===== config.mk =====
export PLATFORM = sky130hd
export DESIGN_NAME = vt_adc_ctrl
export DESIGN_NICKNAME = d
export VERILOG_FILES = /design/src/rtl/vt_adc_ctrl_pkg.sv /design/src/rtl/vt_adc_ctrl.sv
export VERILOG_INCLUDE_DIRS = /design/src /design/src/rtl
export SDC_FILE = /design/constraint.sdc
export NUM_CORES = 1
export LEC_CHECK = 0
export ABC_AREA = 1
export BUFFER_PORTS_ARGS = -buffer_cell sky130_fd_sc_hd__buf_2
export CAP_MARGIN = 5
export CORE_AREA = 2 2 166 168
export CTS_CLUSTER_DIAMETER = 200
export DETAILED_ROUTE_END_ITERATION = 8
export DIE_AREA = 0 0 168 170
export PLACE_DENSITY = 0.65
export SYNTH_ARGS = -nofsm -noshare
export SYNTH_HDL_FRONTEND = slang
export SYNTH_SLANG_ARGS = --single-unit

===== constraint.sdc =====
create_clock -name CORE_CLK -period 6 [get_ports CORE_CLK]
set_input_delay 0.9 -clock CORE_CLK [delete_from_list [all_inputs] [get_ports CORE_CLK]]
set_output_delay 0.9 -clock CORE_CLK [all_outputs]
set_load 0.005 [all_outputs]

===== src/rtl/vt_adc_ctrl_defines.svh =====
// register offsets, field positions, reset values and timing counts of the v/t converter control
`ifndef VT_ADC_CTRL_DEFINES_SVH
`define VT_ADC_CTRL_DEFINES_SVH

// ==========================================================
// register map
`define VT_CTRL_ADDR 32'hFFFF0510
`define FILT_CTRL_ADDR 32'hFFFF0518
`define STATUS_ADDR 32'hFFFF0520
`define VT_CTRL_RESET 16'h0000
`define FILT_CTRL_RESET 16'h0007

// ==========================================================
// channel control fields
`define VT_ENABLE_BIT 15
`define VT_EXC_HI 14
`define VT_EXC_LO 13
`define VT_CODING_BIT 9
`define VT_INSEL_HI 7
`define VT_INSEL_LO 6
`define VT_REFSEL_HI 5
`define VT_REFSEL_LO 4

// ==========================================================
// filter control fields
`define FLT_CHOP_BIT 15
`define FLT_RAVG_BIT 14
`define FLT_AF_HI 13
`define FLT_AF_LO 8
`define FLT_NOTCH_BIT 7
`define FLT_SF_HI 6
`define FLT_SF_LO 0

// ==========================================================
// timing
`define CORE_CLK_HZ 125000000
`define CORE_CLK_PERIOD_NS 8
`define MOD_CLK_HZ 512000
`define LP_CLK_HZ 131000
`define NORMAL_TICK_CYCLES (`CORE_CLK_HZ / `MOD_CLK_HZ)
`define LP_TICK_CYCLES (`CORE_CLK_HZ / `LP_CLK_HZ)
`define STARTUP_TIME_NS 60000
`define STARTUP_CYCLES ((`STARTUP_TIME_NS + `CORE_CLK_PERIOD_NS - 1) / `CORE_CLK_PERIOD_NS)
`define DECIM_BASE 64
`define AF_OFFSET 3
`define CHOP_EXTRA_TICKS 3
`define SF_FORCE_60HZ 7'h7E
`define SF_FORCE_50HZ 7'h7F
`define RATE_60HZ 60
`define RATE_50HZ 50
`define SETTLE_CHOP 3'h2
`define SETTLE_PLAIN 3'h3
`define SETTLE_PLAIN_RAVG 3'h4
`define SETTLE_AVG 3'h1
`define SETTLE_AVG_RAVG 3'h2

`endif


===== src/rtl/vt_adc_ctrl_pkg.sv =====
// types shared by the v/t converter control and its bench
package vt_adc_ctrl_pkg;

  // ==========================================================
  // sequencing
  typedef enum logic [1:0] {PH_OFF, PH_STARTUP, PH_SETTLE, PH_RUN} phase_t;

  // ==========================================================
  // carriers
  typedef struct packed {
    logic power_en;
    logic exc_temperature_input_pin_en;
    logic exc_switched_ground_pin_en;
    logic unipolar;
    logic [1:0] input_select;
    logic hv_buffer_en;
    logic [1:0] ref_select;
    logic ref_ground_switched;
  } vt_analog_t;

  typedef struct packed {
    logic chop_en;
    logic running_average_en;
    logic [5:0] averaging_factor;
    logic second_notch_en;
    logic [6:0] decimation_factor;
  } filter_cfg_t;

  typedef struct packed {
    logic voltage_result_we;
    logic temperature_result_we;
    logic converter_reset;
  } strobe_t;

  typedef struct packed {
    logic [15:0] vt_ctrl;
    logic [15:0] filt_ctrl;
    logic [15:0] rdata;
    logic [2:0] lp_sync;
    logic low_power;
    logic [9:0] div_cnt;
    logic [19:0] tick_cnt;
    logic [2:0] settle_left;
    logic [12:0] startup_cnt;
    phase_t phase;
    strobe_t strobes;
  } ctrl_state_t;

endpackage


===== src/rtl/vt_adc_ctrl.sv =====
// control of the voltage/temperature sigma-delta converter and the shared decimation filter
//
// How it works
// (RULE1) enable bit powers converter; clear powers down
// (RULE2) excitation code drives sensor/ground current sources
// (RULE3) coding bit picks unipolar or twos complement
// (RULE4) input 00: battery, buffers on, voltage result
// (RULE5) inputs 01 and 10 write temperature result
// (RULE6) input 11 shorts input, voltage result
// (RULE7) reference select drives mux, ground per channel
// (RULE8) software keeps reserved bits as required
// (RULE9) changing filter register resets both converters
// (RULE10) chop on; zero averaging triples period
// (RULE11) chop: first result after two periods
// (RULE12) running average forced by chop, adds period
// (RULE13) averaging factor sets postfilter, lengthens period
// (RULE14) notch bit adds second sinc3 notch
// (RULE15) period is (factor+1)*64 modulator ticks
// (RULE16) factor 126 forces 60 Hz, 127 50 Hz
// (RULE17) nonzero averaging multiplies period by (3+factor)
// (RULE18) chop period (sf+1)*64*(3+af)+3 ticks
// (RULE19) low power runs modulator at 131 kHz
// (RULE20) software limits factor combinations and rates
// (RULE21) settling 3/4 plain, 1/2 with averaging
// (RULE22) 60 us startup before settling begins
`timescale 1ns/1ps
`default_nettype none

`include "vt_adc_ctrl_defines.svh"

module vt_adc_ctrl
  import vt_adc_ctrl_pkg::*;
#(
  parameter int STARTUP_CYCLES = `STARTUP_CYCLES
)
(
  input wire logic CORE_CLK,
  input wire logic RST,
  input wire logic [31:0] ADDR,
  input wire logic [15:0] WDATA,
  input wire logic WR,
  input wire logic RD,
  output logic [15:0] RDATA,
  input wire logic LOW_POWER_MODE,
  output vt_analog_t VT_ANALOG,
  output filter_cfg_t FILTER_CFG,
  output strobe_t STROBES,
  output logic MOD_TICK,
  output logic RESULT_SETTLED
);

  // ==========================================================
  // helpers

  // output period in modulator ticks
  function automatic logic [19:0] period_ticks(input logic [15:0] f);
    logic [19:0] base;
    logic [19:0] af3;
    logic [6:0] sf;
    logic [5:0] af;
    begin
      sf = f[`FLT_SF_HI:`FLT_SF_LO];
      af = f[`FLT_AF_HI:`FLT_AF_LO];
      base = (20'(sf) + 20'h00001) * 20'(`DECIM_BASE); // RULE15
      af3 = 20'(af) + 20'(`AF_OFFSET);
      if (sf == `SF_FORCE_60HZ)
      begin
        period_ticks = 20'(`MOD_CLK_HZ / `RATE_60HZ); // RULE16
      end
      else if (sf == `SF_FORCE_50HZ)
      begin
        period_ticks = 20'(`MOD_CLK_HZ / `RATE_50HZ); // RULE16
      end
      else if (f[`FLT_CHOP_BIT])
      begin
        // af of zero still multiplies by three here, which is the rate drop
        period_ticks = 20'(base * af3) + 20'(`CHOP_EXTRA_TICKS); // RULE10 RULE18
      end
      else if (af != 6'h00)
      begin
        period_ticks = 20'(base * af3); // RULE13 RULE17
      end
      else
      begin
        period_ticks = base; // RULE15
      end
    end
  endfunction

  // phases in which the modulator runs and ticks are counted
  function automatic logic converting(input phase_t p);
    begin
      converting = (p == PH_SETTLE) || (p == PH_RUN);
    end
  endfunction

  // running average is forced on while chopping
  function automatic logic ravg_on(input logic [15:0] f);
    begin
      ravg_on = f[`FLT_RAVG_BIT] | f[`FLT_CHOP_BIT]; // RULE12
    end
  endfunction

  // result register that a conversion on this input goes to: {voltage, temperature}
  function automatic logic [1:0] result_dest(input logic [1:0] sel);
    begin
      if ((sel == 2'b01) || (sel == 2'b10))
      begin
        result_dest = 2'b01; // RULE5
      end
      else
      begin
        result_dest = 2'b10; // RULE4 RULE6
      end
    end
  endfunction

  // read-only status word: phase, settle count, run and low power flags
  function automatic logic [15:0] status_word(input ctrl_state_t s);
    begin
      status_word = {11'h000, s.low_power, s.phase == PH_RUN, s.settle_left[1:0], 1'b0} | 16'(s.phase);
    end
  endfunction

  // settling length in output periods
  function automatic logic [2:0] settle_periods(input logic [15:0] f);
    logic ravg;
    begin
      ravg = ravg_on(f); // RULE12
      if (f[`FLT_CHOP_BIT])
      begin
        settle_periods = `SETTLE_CHOP; // RULE11
      end
      else if (f[`FLT_AF_HI:`FLT_AF_LO] != 6'h00)
      begin
        settle_periods = ravg ? `SETTLE_AVG_RAVG : `SETTLE_AVG; // RULE21
      end
      else
      begin
        settle_periods = ravg ? `SETTLE_PLAIN_RAVG : `SETTLE_PLAIN; // RULE12 RULE21
      end
    end
  endfunction

  // ==========================================================
  // state

  ctrl_state_t state;
  ctrl_state_t next_state;
  logic tick;
  logic period_end;
  logic [9:0] div_limit;
  logic filt_changed;
  logic [1:0] insel;
  logic [1:0] dest;

  always_comb
  begin
    // the slow oscillator only stretches the tick, so every count below stays valid
    div_limit = state.low_power ? 10'(`LP_TICK_CYCLES - 1) : 10'(`NORMAL_TICK_CYCLES - 1); // RULE19
    // at or past the limit: a switch back to the fast oscillator must not let the count run on and wrap
    tick = converting(state.phase) && (state.div_cnt >= div_limit);
    period_end = tick && (state.tick_cnt >= period_ticks(state.filt_ctrl) - 20'h00001);
    filt_changed = WR && (ADDR == `FILT_CTRL_ADDR) && (WDATA != state.filt_ctrl);
    insel = state.vt_ctrl[`VT_INSEL_HI:`VT_INSEL_LO];
    dest = result_dest(insel);
  end

  always_comb
  begin
    next_state = state;
    next_state.strobes = '0;

    // low power request from outside: counted once the last two stages agree
    next_state.lp_sync = {state.lp_sync[1:0], LOW_POWER_MODE};
    if (state.lp_sync[1] == state.lp_sync[2])
    begin
      next_state.low_power = state.lp_sync[2]; // RULE19
    end

    // register writes; reserved bits are stored as written
    if (WR && (ADDR == `VT_CTRL_ADDR))
    begin
      next_state.vt_ctrl = WDATA; // RULE8
    end
    if (WR && (ADDR == `FILT_CTRL_ADDR))
    begin
      next_state.filt_ctrl = WDATA;
    end

    // register reads, answered in the next cycle
    next_state.rdata = 16'h0000;
    if (RD)
    begin
      case (ADDR)
        `VT_CTRL_ADDR:
        begin
          next_state.rdata = state.vt_ctrl;
        end
        `FILT_CTRL_ADDR:
        begin
          next_state.rdata = state.filt_ctrl;
        end
        `STATUS_ADDR:
        begin
          next_state.rdata = status_word(state);
        end
        default:
        begin
          next_state.rdata = 16'h0000;
        end
      endcase
    end

    // modulator tick divider and output period counter
    if (tick)
    begin
      next_state.div_cnt = 10'h000;
      next_state.tick_cnt = period_end ? 20'h00000 : state.tick_cnt + 20'h00001;
    end
    else if (converting(state.phase))
    begin
      next_state.div_cnt = state.div_cnt + 10'h001;
    end

    // sequencing
    case (state.phase)
      PH_OFF:
      begin
        next_state.div_cnt = 10'h000;
        next_state.tick_cnt = 20'h00000;
        if (state.vt_ctrl[`VT_ENABLE_BIT])
        begin
          next_state.phase = PH_STARTUP; // RULE22
          next_state.startup_cnt = 13'h0000;
        end
      end
      PH_STARTUP:
      begin
        if (state.startup_cnt >= 13'(STARTUP_CYCLES - 1))
        begin
          next_state.phase = PH_SETTLE; // RULE22
          next_state.settle_left = settle_periods(state.filt_ctrl);
        end
        else
        begin
          next_state.startup_cnt = state.startup_cnt + 13'h0001;
        end
      end
      PH_SETTLE:
      begin
        if (period_end)
        begin
          if (state.settle_left <= 3'h1)
          begin
            next_state.phase = PH_RUN; // RULE11 RULE21
            next_state.settle_left = 3'h0;
            next_state.strobes.voltage_result_we = dest[1]; // RULE4 RULE6
            next_state.strobes.temperature_result_we = dest[0]; // RULE5
          end
          else
          begin
            next_state.settle_left = state.settle_left - 3'h1;
          end
        end
      end
      PH_RUN:
      begin
        if (period_end)
        begin
          next_state.strobes.voltage_result_we = dest[1]; // RULE4 RULE6
          next_state.strobes.temperature_result_we = dest[0]; // RULE5
        end
      end
      default:
      begin
        next_state.phase = PH_OFF;
      end
    endcase

    // a changed filter restarts both converters from the start of settling
    if (filt_changed)
    begin
      next_state.strobes.converter_reset = 1'b1; // RULE9
      next_state.strobes.voltage_result_we = 1'b0;
      next_state.strobes.temperature_result_we = 1'b0;
      next_state.div_cnt = 10'h000;
      next_state.tick_cnt = 20'h00000;
      // startup is not repeated: only the filter has to settle again
      if (converting(state.phase))
      begin
        next_state.phase = PH_SETTLE; // RULE9
        next_state.settle_left = settle_periods(WDATA);
      end
    end

    // power down wins over sequencing and the result strobes; the converter reset strobe still fires
    if (!state.vt_ctrl[`VT_ENABLE_BIT])
    begin
      next_state.phase = PH_OFF; // RULE1
      next_state.settle_left = 3'h0;
      next_state.strobes.voltage_result_we = 1'b0;
      next_state.strobes.temperature_result_we = 1'b0;
    end
  end

  always_ff @(posedge CORE_CLK or posedge RST)
  begin
    if (RST)
    begin
      state <= '0;
      state.vt_ctrl <= `VT_CTRL_RESET;
      state.filt_ctrl <= `FILT_CTRL_RESET;
      state.phase <= PH_OFF;
    end
    else
    begin
      state <= next_state;
    end
  end

  // ==========================================================
  // outputs

  always_comb
  begin
    VT_ANALOG.power_en = state.vt_ctrl[`VT_ENABLE_BIT]; // RULE1
    VT_ANALOG.exc_temperature_input_pin_en = state.vt_ctrl[`VT_EXC_LO]; // RULE2
    VT_ANALOG.exc_switched_ground_pin_en = state.vt_ctrl[`VT_EXC_HI]; // RULE2
    VT_ANALOG.unipolar = state.vt_ctrl[`VT_CODING_BIT]; // RULE3
    VT_ANALOG.input_select = insel; // RULE6
    VT_ANALOG.hv_buffer_en = state.vt_ctrl[`VT_ENABLE_BIT] && (insel == 2'b00); // RULE4
    VT_ANALOG.ref_select = state.vt_ctrl[`VT_REFSEL_HI:`VT_REFSEL_LO]; // RULE7
    // halved supply reference takes the switched ground only for temperature inputs
    VT_ANALOG.ref_ground_switched = (state.vt_ctrl[`VT_REFSEL_HI:`VT_REFSEL_LO] == 2'b11)
      && (dest == 2'b01); // RULE7
    FILTER_CFG.chop_en = state.filt_ctrl[`FLT_CHOP_BIT]; // RULE10
    FILTER_CFG.running_average_en = ravg_on(state.filt_ctrl); // RULE12
    FILTER_CFG.averaging_factor = state.filt_ctrl[`FLT_AF_HI:`FLT_AF_LO]; // RULE13
    FILTER_CFG.second_notch_en = state.filt_ctrl[`FLT_NOTCH_BIT]; // RULE14
    FILTER_CFG.decimation_factor = state.filt_ctrl[`FLT_SF_HI:`FLT_SF_LO]; // RULE15
    STROBES = state.strobes;
    MOD_TICK = tick;
    RESULT_SETTLED = (state.phase == PH_RUN);
    RDATA = state.rdata;
  end

endmodule

`default_nettype wire


== After elaboration in Yosys (flattened, before gate mapping) ==
Cells that the tools add are included.

* Register bits after elaboration: 103
* Output and inout port bits: 47
* Bits of input ports: 53
* Word-level logic and storage cells: 102

* Multiplexer cells: 40
* Bitwise logic cells: 3
* $add $sub $neg: 8
* $mul: 1
* Equal/unequal tests: 16
* Reduce and logical (&&, ||, !) cells: 17
* Order comparisons: 4

{| class="wikitable"
|+ Operators with widths
! kind !! number
|-
| $mux 20 || 6
|-
| $eq 32x32->1 const B || 3
|-
| $pmux 16 s3 || 1
|-
| $mux 3 || 11
|-
| $mux 33 || 1
|-
| $mux 10 || 3
|-
| $mux 30 || 1
|-
| $pmux 13 s2 || 1
|-
| $add 20x1->20 const B || 1
|-
| $add 20x2->20 const B || 1
|-
| $ge 20x20->1 || 1
|-
| $sub 20x1->20 const B || 1
|-
| $mux 16 || 1
|-
| $ne 16x16->1 || 1
|-
| $mux 15 || 1
|-
| $eq 7x7->1 const B || 2
|-
| $mul 8x7->14 || 1
|-
| $add 13x1->13 const B || 1
|-
| $ge 13x13->1 const B || 1
|-
| $mux 13 || 1
|-
| $mux 2 || 6
|-
| $mux 4 || 3
|-
| $reduce_bool 6->1 || 2
|-
| $add 10x1->10 const B || 1
|-
| 22 further kinds || 37
|}

== Depth between registers and ports, before layout ==
Gate-level depths: netlist of the first run.

* Depth after elaboration: 14
* Depth in mapped cells: 49
* Depth with buffers taken out: 48

== Worst setup path before layout of the first run ==
No wires, ideal clock.

* Kind: reg2reg
* From: reg state, in the netlist FILTER_CFG[8]
* To: reg state[24] (netlist name)
* Arrival time: 6,390 ps
* Buffers on the path: 1
* Stages on the path, launching flop included: 44
* Required time: 5,917 ps
* Period minus slack after synthesis: 6,473 ps
* Slack: -473 ps
* Cell sequence: dfrtp_1 -> buf_2 -> inv_1 -> ha_1 -> nor2_1 -> nand2_1 -> nor2_1 -> nand2_1 -> inv_1 -> nand2_1 -> fa_1 -> fa_1 -> inv_1 -> fa_1 -> inv_1 -> fa_1 -> inv_1 -> ha_1 -> [... 8 more ...] -> inv_1 -> nand3_1 -> nor2_1 -> nand4_1 -> nand2_1 -> inv_1 -> ha_1 -> nand2_1 -> inv_1 -> nand2_1 -> nand2_1 -> a21oi_1 -> nand4_1 -> nand2_1 -> nand3_1 -> nor2_2 -> nand3b_1 -> o21ai_0

* Cells in the longest elaborated chain, start to end: 13
* Elaborated cells between the ends (all ways): 18

{| class="wikitable"
|+ RTL lines
! element !! RTL line !! source
|-
| start, declared || vt_adc_ctrl.sv:148 || <nowiki>ctrl_state_t state;</nowiki>
|-
| start signal, assigned || vt_adc_ctrl.sv:318 || <nowiki>state <= next_state;</nowiki>
|-
| $add 6x2->7 || vt_adc_ctrl.sv:65 || <nowiki>af3 = 20'(af) + 20'(`AF_OFFSET);</nowiki>
|-
| $mul 8x7->14 || vt_adc_ctrl.sv:77, vt_adc_ctrl.sv:81 ||
|-
| $add 20x2->20 / $mux 20 (equally long branches) || vt_adc_ctrl.sv:77, vt_adc_ctrl.sv:79 ||
|-
| $mux 20 || vt_adc_ctrl.sv:74 || <nowiki>else if (f[`FLT_CHOP_BIT])</nowiki>
|-
| $mux 20 || vt_adc_ctrl.sv:70 || <nowiki>else if (sf == `SF_FORCE_50HZ)</nowiki>
|-
| $mux 20 || vt_adc_ctrl.sv:66 || <nowiki>if (sf == `SF_FORCE_60HZ)</nowiki>
|-
| $sub 20x1->20 || vt_adc_ctrl.sv:163 || <nowiki>period_end = tick && (state.tick_cnt >= period_ticks(state.filt_ctrl) - 20'h00001);</nowiki>
|-
| $ge 20x20->1 || vt_adc_ctrl.sv:163 ||
|-
| $logic_and 1x1->1 || vt_adc_ctrl.sv:163 ||
|-
| $mux 20 || vt_adc_ctrl.sv:219 || <nowiki>next_state.tick_cnt = period_end ? 20'h00000 : state.tick_cnt + 20'h00001;</nowiki>
|-
| $mux 20 || vt_adc_ctrl.sv:216 || <nowiki>if (tick)</nowiki>
|-
| $mux 30 || vt_adc_ctrl.sv:227 || <nowiki>case (state.phase)</nowiki>
|-
| $mux 33 || vt_adc_ctrl.sv:282 || <nowiki>if (filt_changed)</nowiki>
|}

Parallel ways exist; a longest one is shown, timed or not. The select of a mux whose other input is x is not followed.
A chain may end at the register's enable or synchronous reset.

== Final worst setup path of the first run ==
* From: reg state, in the netlist FILTER_CFG[1]
* To: reg state[26] (netlist name)

* Cells in the longest elaborated chain, start to end: 13
* Elaborated cells between the ends (all ways): 19

{| class="wikitable"
|+ RTL lines
! element !! RTL line !! source
|-
| $add 7x1->8 || vt_adc_ctrl.sv:64 || <nowiki>base = (20'(sf) + 20'h00001) * 20'(`DECIM_BASE);</nowiki>
|-
| $mul 8x7->14 || vt_adc_ctrl.sv:77, vt_adc_ctrl.sv:81 ||
|-
| $add 20x2->20 / $mux 20 (equally long branches) || vt_adc_ctrl.sv:77, vt_adc_ctrl.sv:79 ||
|-
| $mux 20 || vt_adc_ctrl.sv:74 ||
|-
| $mux 20 || vt_adc_ctrl.sv:70 ||
|-
| $mux 20 || vt_adc_ctrl.sv:66 ||
|-
| $sub 20x1->20 || vt_adc_ctrl.sv:163 ||
|-
| $ge 20x20->1 || vt_adc_ctrl.sv:163 ||
|-
| $logic_and 1x1->1 || vt_adc_ctrl.sv:163 ||
|-
| $mux 20 || vt_adc_ctrl.sv:219 ||
|-
| $mux 20 || vt_adc_ctrl.sv:216 ||
|-
| $mux 30 || vt_adc_ctrl.sv:227 ||
|-
| $mux 33 || vt_adc_ctrl.sv:282 ||
|}

Parallel ways exist; a longest one is shown, timed or not. The select of a mux whose other input is x is not followed.

==> results of run 1 <==
Yosys cell counts, types with 18 or more instances:
cell	n
buf_4	44
nor3_1	29
xor2_1	18
ha_1	73
nand2_1	281
xnor2_1	24
nor2_1	148
fa_1	28
inv_1	178
nand3_1	90
dfrtp_1	100
a21oi_1	39
nand4_1	41
o21ai_0	67
stage by stage:
stage | utilization | setup TNS, ns
after global placement | 0.402 | -5.89
after CTS | 0.432 | -4.73
after detailed placement | 0.402 | -8.40
after global routing | 0.440 | -18.55
after floorplan | - | 0
final | 0.440 | -9.60
worst max-delay path: cells and delay by family, from the launching register on:
family          cells  cell delay, ns
buf+inv            24            2.88
simple gates       17            2.25
flops               1            0.60
fa+ha+maj           1            0.30
compound gates      2            0.19
xor+xnor            1            0.15
routing by layer:
metal / vias up / track usage / routed length (um)
li1: 4458 / - / -
met1: 4263 / 0.242 / 12000
met2: 194 / 0.313 / 12300
met3: 31 / 0.0228 / 1090
met4: 0 / 0.0401 / 439
met5: - / 0 / 0
repair_timing:
item / in CTS / in global routing
hold buffers: 0 / 0
endpoints found under the setup margin: 26 / 26
resized for setup: 74 / 42
pin swaps: 67 / 52
buffers inserted: 32 / 12
gates cloned: 1 / 0
state kept, by name, indices dropped and copies added, names as in the netlist:
signal,cells
state,59
RDATA,16
FILTER_CFG,15
VT_ANALOG,8
STROBES,3
next_state,2
layout make-up:
cell class,instances,area [um2],area share
clock inverter,5,63.8,0.00544
multi-input combinational,924,6120,0.522
timing repair buffer,241,1590,0.135
sequential,103,2580,0.220
tap,341,427,0.0364
clock buffer,11,243,0.0207
inverter,184,709,0.0605
worst max-delay path by stage:
| stage | endpoint | slack, ns | start | depth (start not counted) |
|---|---|---|---|---|
| 6_report | state[26] | -0.45 | FILTER_CFG[1] | 45 |
| 2_1_floorplan | state[24] | 0.0009 | FILTER_CFG[0] | 42 |
| 3_5_place_dp | state[26] | -0.44 | FILTER_CFG[1] | 41 |
| 4_1_cts | state[26] | -0.25 | FILTER_CFG[0] | 35 |
| 5_1_grt | state[18] | -0.80 | FILTER_CFG[1] | 44 |
| 3_3_place_gp | state[27] | -0.31 | FILTER_CFG[0] | 36 |
where the power goes:
| part | leakage [nW] | total, W | switching [W] | internal, W |
|---|---|---|---|---|
| clock | 0.147 | 0.000613 | 0.000274 | 0.000339 |
| combinational | 4.14 | 0.0000589 | 0.0000387 | 0.0000201 |
| sequential | 1.37 | 0.000697 | 0.00000126 | 0.000696 |
| total | 5.66 | 0.00137 | 0.000314 | 0.00105 |
cells by family (layout without fill, tap and decap cells):
group                      Yosys count  count (layout)
xor gates and xnor gates            43              43
muxes                               10              10
adders and majority gates          102             102
AOI/OAI and AO/OA                  132             132
buffers and inverters              248             441
DFF                                103             103
and+or+nand+nor                    636             637
==> run_results.csv, run 1 <==
group,metric,value,unit
global_route,grt_max_degree,70,
cts,cts_made_buffers,9,
floorplanning,start_util,0.349,
timing,setup_viol,26,
run_status,violations,"setup timing",
timing,setup_ws,-0.455,ns
synth,synthMuxAreaShare,0.0121,
timing,tightest_slew,1.14,ns
place,place_area,10700,um2
global_route,grt_pass1_wl,42500,um
synth,ys.flop_type,"dfrtp_1",
synth,synth_top_family_by_area,"simple AND/OR/NAND/NOR gates",
floorplanning,core,26700,um2
global_route,grt-ovfl-total,0,
min_path,min-delay-start,"next_state[53]",
worst_setup_path,reg2reg_to,"state[26]",
cts,clockRootBuffer,"clkbuf_16",
synth,synth.distinct_cells,54,
global_route,grt_usage,0.181,
worst_setup_path,cp_max_fo,5,
synth,synth_edf_count,0,
routing,first_pass_iters,5,
synth,synthAdderAreaFrac,0.160,
min_path,holdCritPathClass,"flop to flop",
routing,vias,8946,
synth,synth_compound_gate_area_share,0.0794,
synth,synthXorXnorAreaFrac,0.0413,
synth,synth_top_area_share,0.269,
place,dpl.hpwl,20000,um
floorplanning,die_area,28600,um2
global_route,grt_pass1_vias,8750,
worst_setup_path,r2r_start,"FILTER_CFG[1]",
synth,synth-seq-cells,103,
global_route,antenna_found_initial,0,
worst_setup_path,critPathMostFrequentCell,"buf_4",
cts,clockBufferDepth,2,
cells_and_area,num-fill-cells,2637,
timing,slew_viol_final,0,
timing,max-slew-margin-rel,0.235,
cells_and_area,layout_commonest_cell,"nand2_1",
floorplanning,rows,60,
timing,min_period,6.45,ns
min_path,whs_endpoint,"next_state[54]",
routing,drt_iter0_drc,642,
routing,routed_via_density,4.95,
worst_setup_path,start_kind,"flop",
synth,ys_top_cells_by_area,"dfrtp_1 27%, nand2_1 11%, ha_1 9.8%",
cells_and_area,fin_area,11700,um2
floorplanning,die_w,168,um
worst_setup_path,cp.required,6.27,ns
place,gp_congestion,0.864,
timing,rsz0062_at_grt,"true",
timing,holdWs,0.350,ns
place,place_ws,-0.436,ns
synth,synthesis.nets,1428,
cts,cts.clk_slew.worst_paths,0.07,ns
synth,async_reset_ff_frac,1.00,
synth,ys_seq_area_frac,0.278,
routing,final_antenna_net_count,0,
cells_and_area,antenna_cells,0,
cells_and_area,finalNetCount,1617,
synth,synth-simple-area-share,0.309,
run_status,outcome,"finished with violations",
worst_setup_path,crit_path_top_delay_cell,"dfstp_2",
cts,clock_latency,0.36,ns
flow_run,max-cap-violations,0,
worst_setup_path,critPathCaptureType,"flop",
cts,cts_tree,"yes",
synth,syn_area,9300,um2
power,power_density,117,nW/um2
synth,postSynthAreaPerCell,7.30,um2
place,dp.cells,1750,
worst_setup_path,arrival,6.72,ns
min_path,hold_path_depth,0,
routing,drt-wirelength-per-cell,14.2,um
timing,fin_skew,0.0146,ns
worst_setup_path,r2r_slack,-0.45,ns
cts,htree_num_levels,3,
cells_and_area,layout_common_cells,"253 x nand2_1, 161 x inv_1, 135 x buf_4, 123 x nor2_1, 100 x dfrtp_1",
floorplanning,die_h,170,um
place,port_buffers,99,
timing,fin_crit_sh,1.08,
cts,cts.sinks,103,
timing,finalHoldViolations,0,
synth,synth_cells,1274,
worst_setup_path,rr_worst_depth,45,
floorplanning,io_pins,100,
power,p_leak,5.66,nW
power,p_total,0.00137,W
cells_and_area,finalNonFillerCells,1809,
worst_setup_path,cpPeakStageDelay,0.60,ns
cells_and_area,drive_above_1_share,0.291,
worst_setup_path,criticalPathCategory,"flop to flop",
synth,yosys.area.top_type,"dfrtp_1",
routing,drc_errors,0,
timing,fmax,155,MHz
cells_and_area,areaGrowthSynthToFinish,26.2,%
routing,routed_wl,25800,um
power,vdd_drop_max,0.116,mV
synth,synth_warnings,0,
Power figures use the tool's default switching activity.
==> inputs of run 2 (changes only) <==
Settings changed: ABC_AREA 1 to 0, CORE_AREA 2 2 166 168 to 2 2 160 162, DIE_AREA 0 0 168 170 to 0 0 162 164, PLACE_DENSITY 0.65 to default, PLACE_DENSITY_LB_ADDON from default to 0.15.
==> run 2 against run 1 <==
  * The flow still finishes with violations (setup timing)
  * Fmax down 6.1%
  * Setup slack worse by 0.42 ns
  * Synthesized cell count is 27% lower
  * Final area is 9.7% lower
  * Synthesized area shrank 8.1%
  * Critical path depth down 15
  * Clock power grew 7.3%
  * Power is 3.1% higher
  * Routed wire length shrank 13%
  * Register-to-register slack lost 0.42 ns
  * Highest routed layer unchanged
==> run_results.csv, run 2 <==
group,metric,value,unit
synth,synth_compound_gate_area_share,0.113,
timing,setup_ws,-0.873,ns
flow_run,max-cap-violations,0,
min_path,holdCritPathClass,"flop to flop",
cts,clockBufferDepth,2,
timing,finalSetupTns,-20.76,ns
global_route,grt_pass1_wl,36700,um
power,vdd_drop_max,0.137,mV
global_route,grt_usage,0.173,
cts,clockRootBuffer,"clkbuf_16",
cells_and_area,areaGrowthSynthToFinish,24.0,%
place,dp.cells,1365,
synth,syn_area,8550,um2
timing,finalHoldViolations,0,
cts,cts.clk_slew.worst_paths,0.09,ns
synth,synth_warnings,0,
synth,synthXorXnorAreaFrac,0.0728,
timing,fin_skew,0.0160,ns
worst_setup_path,critPathCaptureType,"flop",
global_route,grt_max_degree,68,
cells_and_area,layout_common_cells,"118 x nor2_1, 99 x dfrtp_1, 99 x buf_2, 98 x buf_4, 65 x ha_1",
synth,postSynthAreaPerCell,9.24,um2
synth,synth_cells,925,
worst_setup_path,cp_max_fo,6,
cells_and_area,fin_area,10600,um2
timing,rsz0062_at_grt,"true",
run_status,violations,"setup timing",
cells_and_area,finalNetCount,1217,
cells_and_area,largest_register,"state",
synth,yosysMostFrequentCell,"nor2_1",
timing,setup_viol,26,
worst_setup_path,cp.required,6.24,ns
synth,ys.flop_type,"dfrtp_1",
routing,vias,7035,
synth,ys_top_cells_by_area,"dfrtp_1 29%, ha_1 11%, fa_1 6.6%",
floorplanning,core,24800,um2
synth,synth_edf_count,0,
power,p_leak,5.30,nW
cts,htree_num_levels,3,
cts,clock_latency,0.37,ns
worst_setup_path,start_kind,"flop",
place,gp_congestion,0.831,
routing,drt-wirelength-per-cell,16.1,um
routing,drc_errors,0,
place,port_buffers,99,
timing,min_period,6.87,ns
cells_and_area,layout_commonest_cell,"nor2_1",
power,p_total,0.00141,W
cells_and_area,finalNonFillerCells,1399,
routing,routed_wl,22500,um
cells_and_area,drive_above_1_share,0.318,
global_route,grt_pass1_vias,7010,
cts,cts_made_buffers,9,
floorplanning,start_util,0.344,
floorplanning,io_pins,100,
synth,synth_common_cells,"124 x nor2_1, 100 x dfrtp_1, 73 x ha_1",
timing,slew_viol_final,0,
synth,yosys.area.top_type,"dfrtp_1",
floorplanning,die_w,162,um
routing,drt_iter0_drc,271,
floorplanning,die_area,26600,um2
cts,cts_tree,"yes",
worst_setup_path,cpPeakStageDelay,0.58,ns
synth,ys_seq_area_frac,0.302,
timing,fmax,145,MHz
synth,synth-simple-area-share,0.193,
synth,synth-seq-cells,103,
synth,synth.distinct_cells,68,
routing,final_antenna_net_count,0,
synth,synthMuxAreaShare,0.0675,
routing,first_pass_iters,4,
run_status,outcome,"finished with violations",
timing,max-slew-margin-rel,0.242,
place,dpl.hpwl,17500,um
synth,synth_top_area_share,0.293,
worst_setup_path,crit_path_top_delay_cell,"dfstp_2",
synth,synthesis.nets,1079,
worst_setup_path,critPathMostFrequentCell,"fa_1",
global_route,antenna_found_initial,1,
synth,synthAdderAreaFrac,0.174,
cells_and_area,largest_reg_flops,59,
floorplanning,rows,58,
cts,cts.sinks,103,
cells_and_area,num-fill-cells,2501,
routing,routed_via_density,5.03,
timing,fin_crit_sh,1.15,
timing,tightest_slew,1.13,ns
worst_setup_path,arrival,7.11,ns
synth,async_reset_ff_frac,1.00,
worst_setup_path,criticalPathCategory,"flop to flop",
synth,synth_top_family_by_area,"simple AND/OR/NAND/NOR gates",
global_route,grt-ovfl-total,0,
power,power_density,133,nW/um2
place,place_area,9860,um2
floorplanning,die_h,164,um
[run 2: path summary, 6_finish.rpt]
path / start / end / slack (ns) / cells after the start
worst max-delay path: FILTER_CFG[1] / state[20] / -0.87 / 30
worst min-delay path: next_state[53] / next_state[54] / 0.35 / 0
worst max register to register: FILTER_CFG[1] / state[20] / -0.87 / 30
worst min register to register: next_state[53] / next_state[54] / 0.35 / 0
max in group asynchronous: RST / state[25] / 4.24 / 3
min in group asynchronous: RST / VT_ANALOG[5] / 0.70 / 2
[run 2: stage by stage]
| step | util | setup WS [ns] | hold slack, ns |
|---|---|---|---|
| final | 0.427 | -0.873 | 0.354 |
| after global routing | 0.427 | -1.21 | 0.372 |
| after CTS | 0.417 | -0.861 | 0.357 |
| after detailed placement | 0.397 | -1.04 | 0.336 |
| after global placement | 0.397 | -0.973 | 0.335 |
| after floorplan | - | -0.867 | 0.331 |
[run 2: routing by layer]
| metal | GRT usage | routed length (um) | vias to the layer above |
|---|---|---|---|
| met4 | 0.0346 | 158 | 0 |
| met3 | 0.0290 | 736 | 9 |
| met5 | 0 | 0 | - |
| met2 | 0.291 | 10900 | 112 |
| li1 | - | - | 3485 |
| met1 | 0.236 | 10700 | 3429 |
[run 2: cell type report]
| type | count | area (um2) | area share |
|---|---|---|---|
| well taps | 330 | 413 | 0.0390 |
| diodes | 1 | 2.50 | 0.000236 |
| multi-input cells | 690 | 5750 | 0.543 |
| clock buffers | 9 | 225 | 0.0213 |
| flip-flops and latches | 103 | 2580 | 0.244 |
| clock inverters | 7 | 97.6 | 0.00921 |
| repair buffers | 202 | 1310 | 0.123 |
| inverters | 57 | 216 | 0.0204 |
[run 2: worst max-delay path: cells and delay by family (launching register included)]
family,cells,cell delay (ns)
fa+ha+maj,7,2.65
compound gates,9,1.47
xor+xnor,1,0.13
buf+inv,7,0.71
flops,1,0.58
simple gates,5,1.00
mux,1,0.22
[run 2: timing repair]
| action | CTS | global route |
|---|---|---|
| pin swaps | 11 | 36 |
| setup buffers | 3 | 14 |
| endpoints found under the setup margin | 26 | 26 |
| hold buffers | 0 | 0 |
| resized for setup | 25 | 26 |
| cloned | 1 | 0 |
[run 2: logic make-up after synthesis]
group                    after synthesis
AND/OR/NAND/NOR                      326
AO/OA/AOI/OAI                        137
buffers and inverters                133
flip-flops                           103
adder cells (fa/ha/maj)              102
XOR/XNOR                              71
multiplexers                          53
[run 2: power breakdown]
part,internal (W),switching [W]
registers,0.000695,0.00000167
logic,0.0000221,0.0000347
clock network,0.000339,0.000319
total,0.00106,0.000355
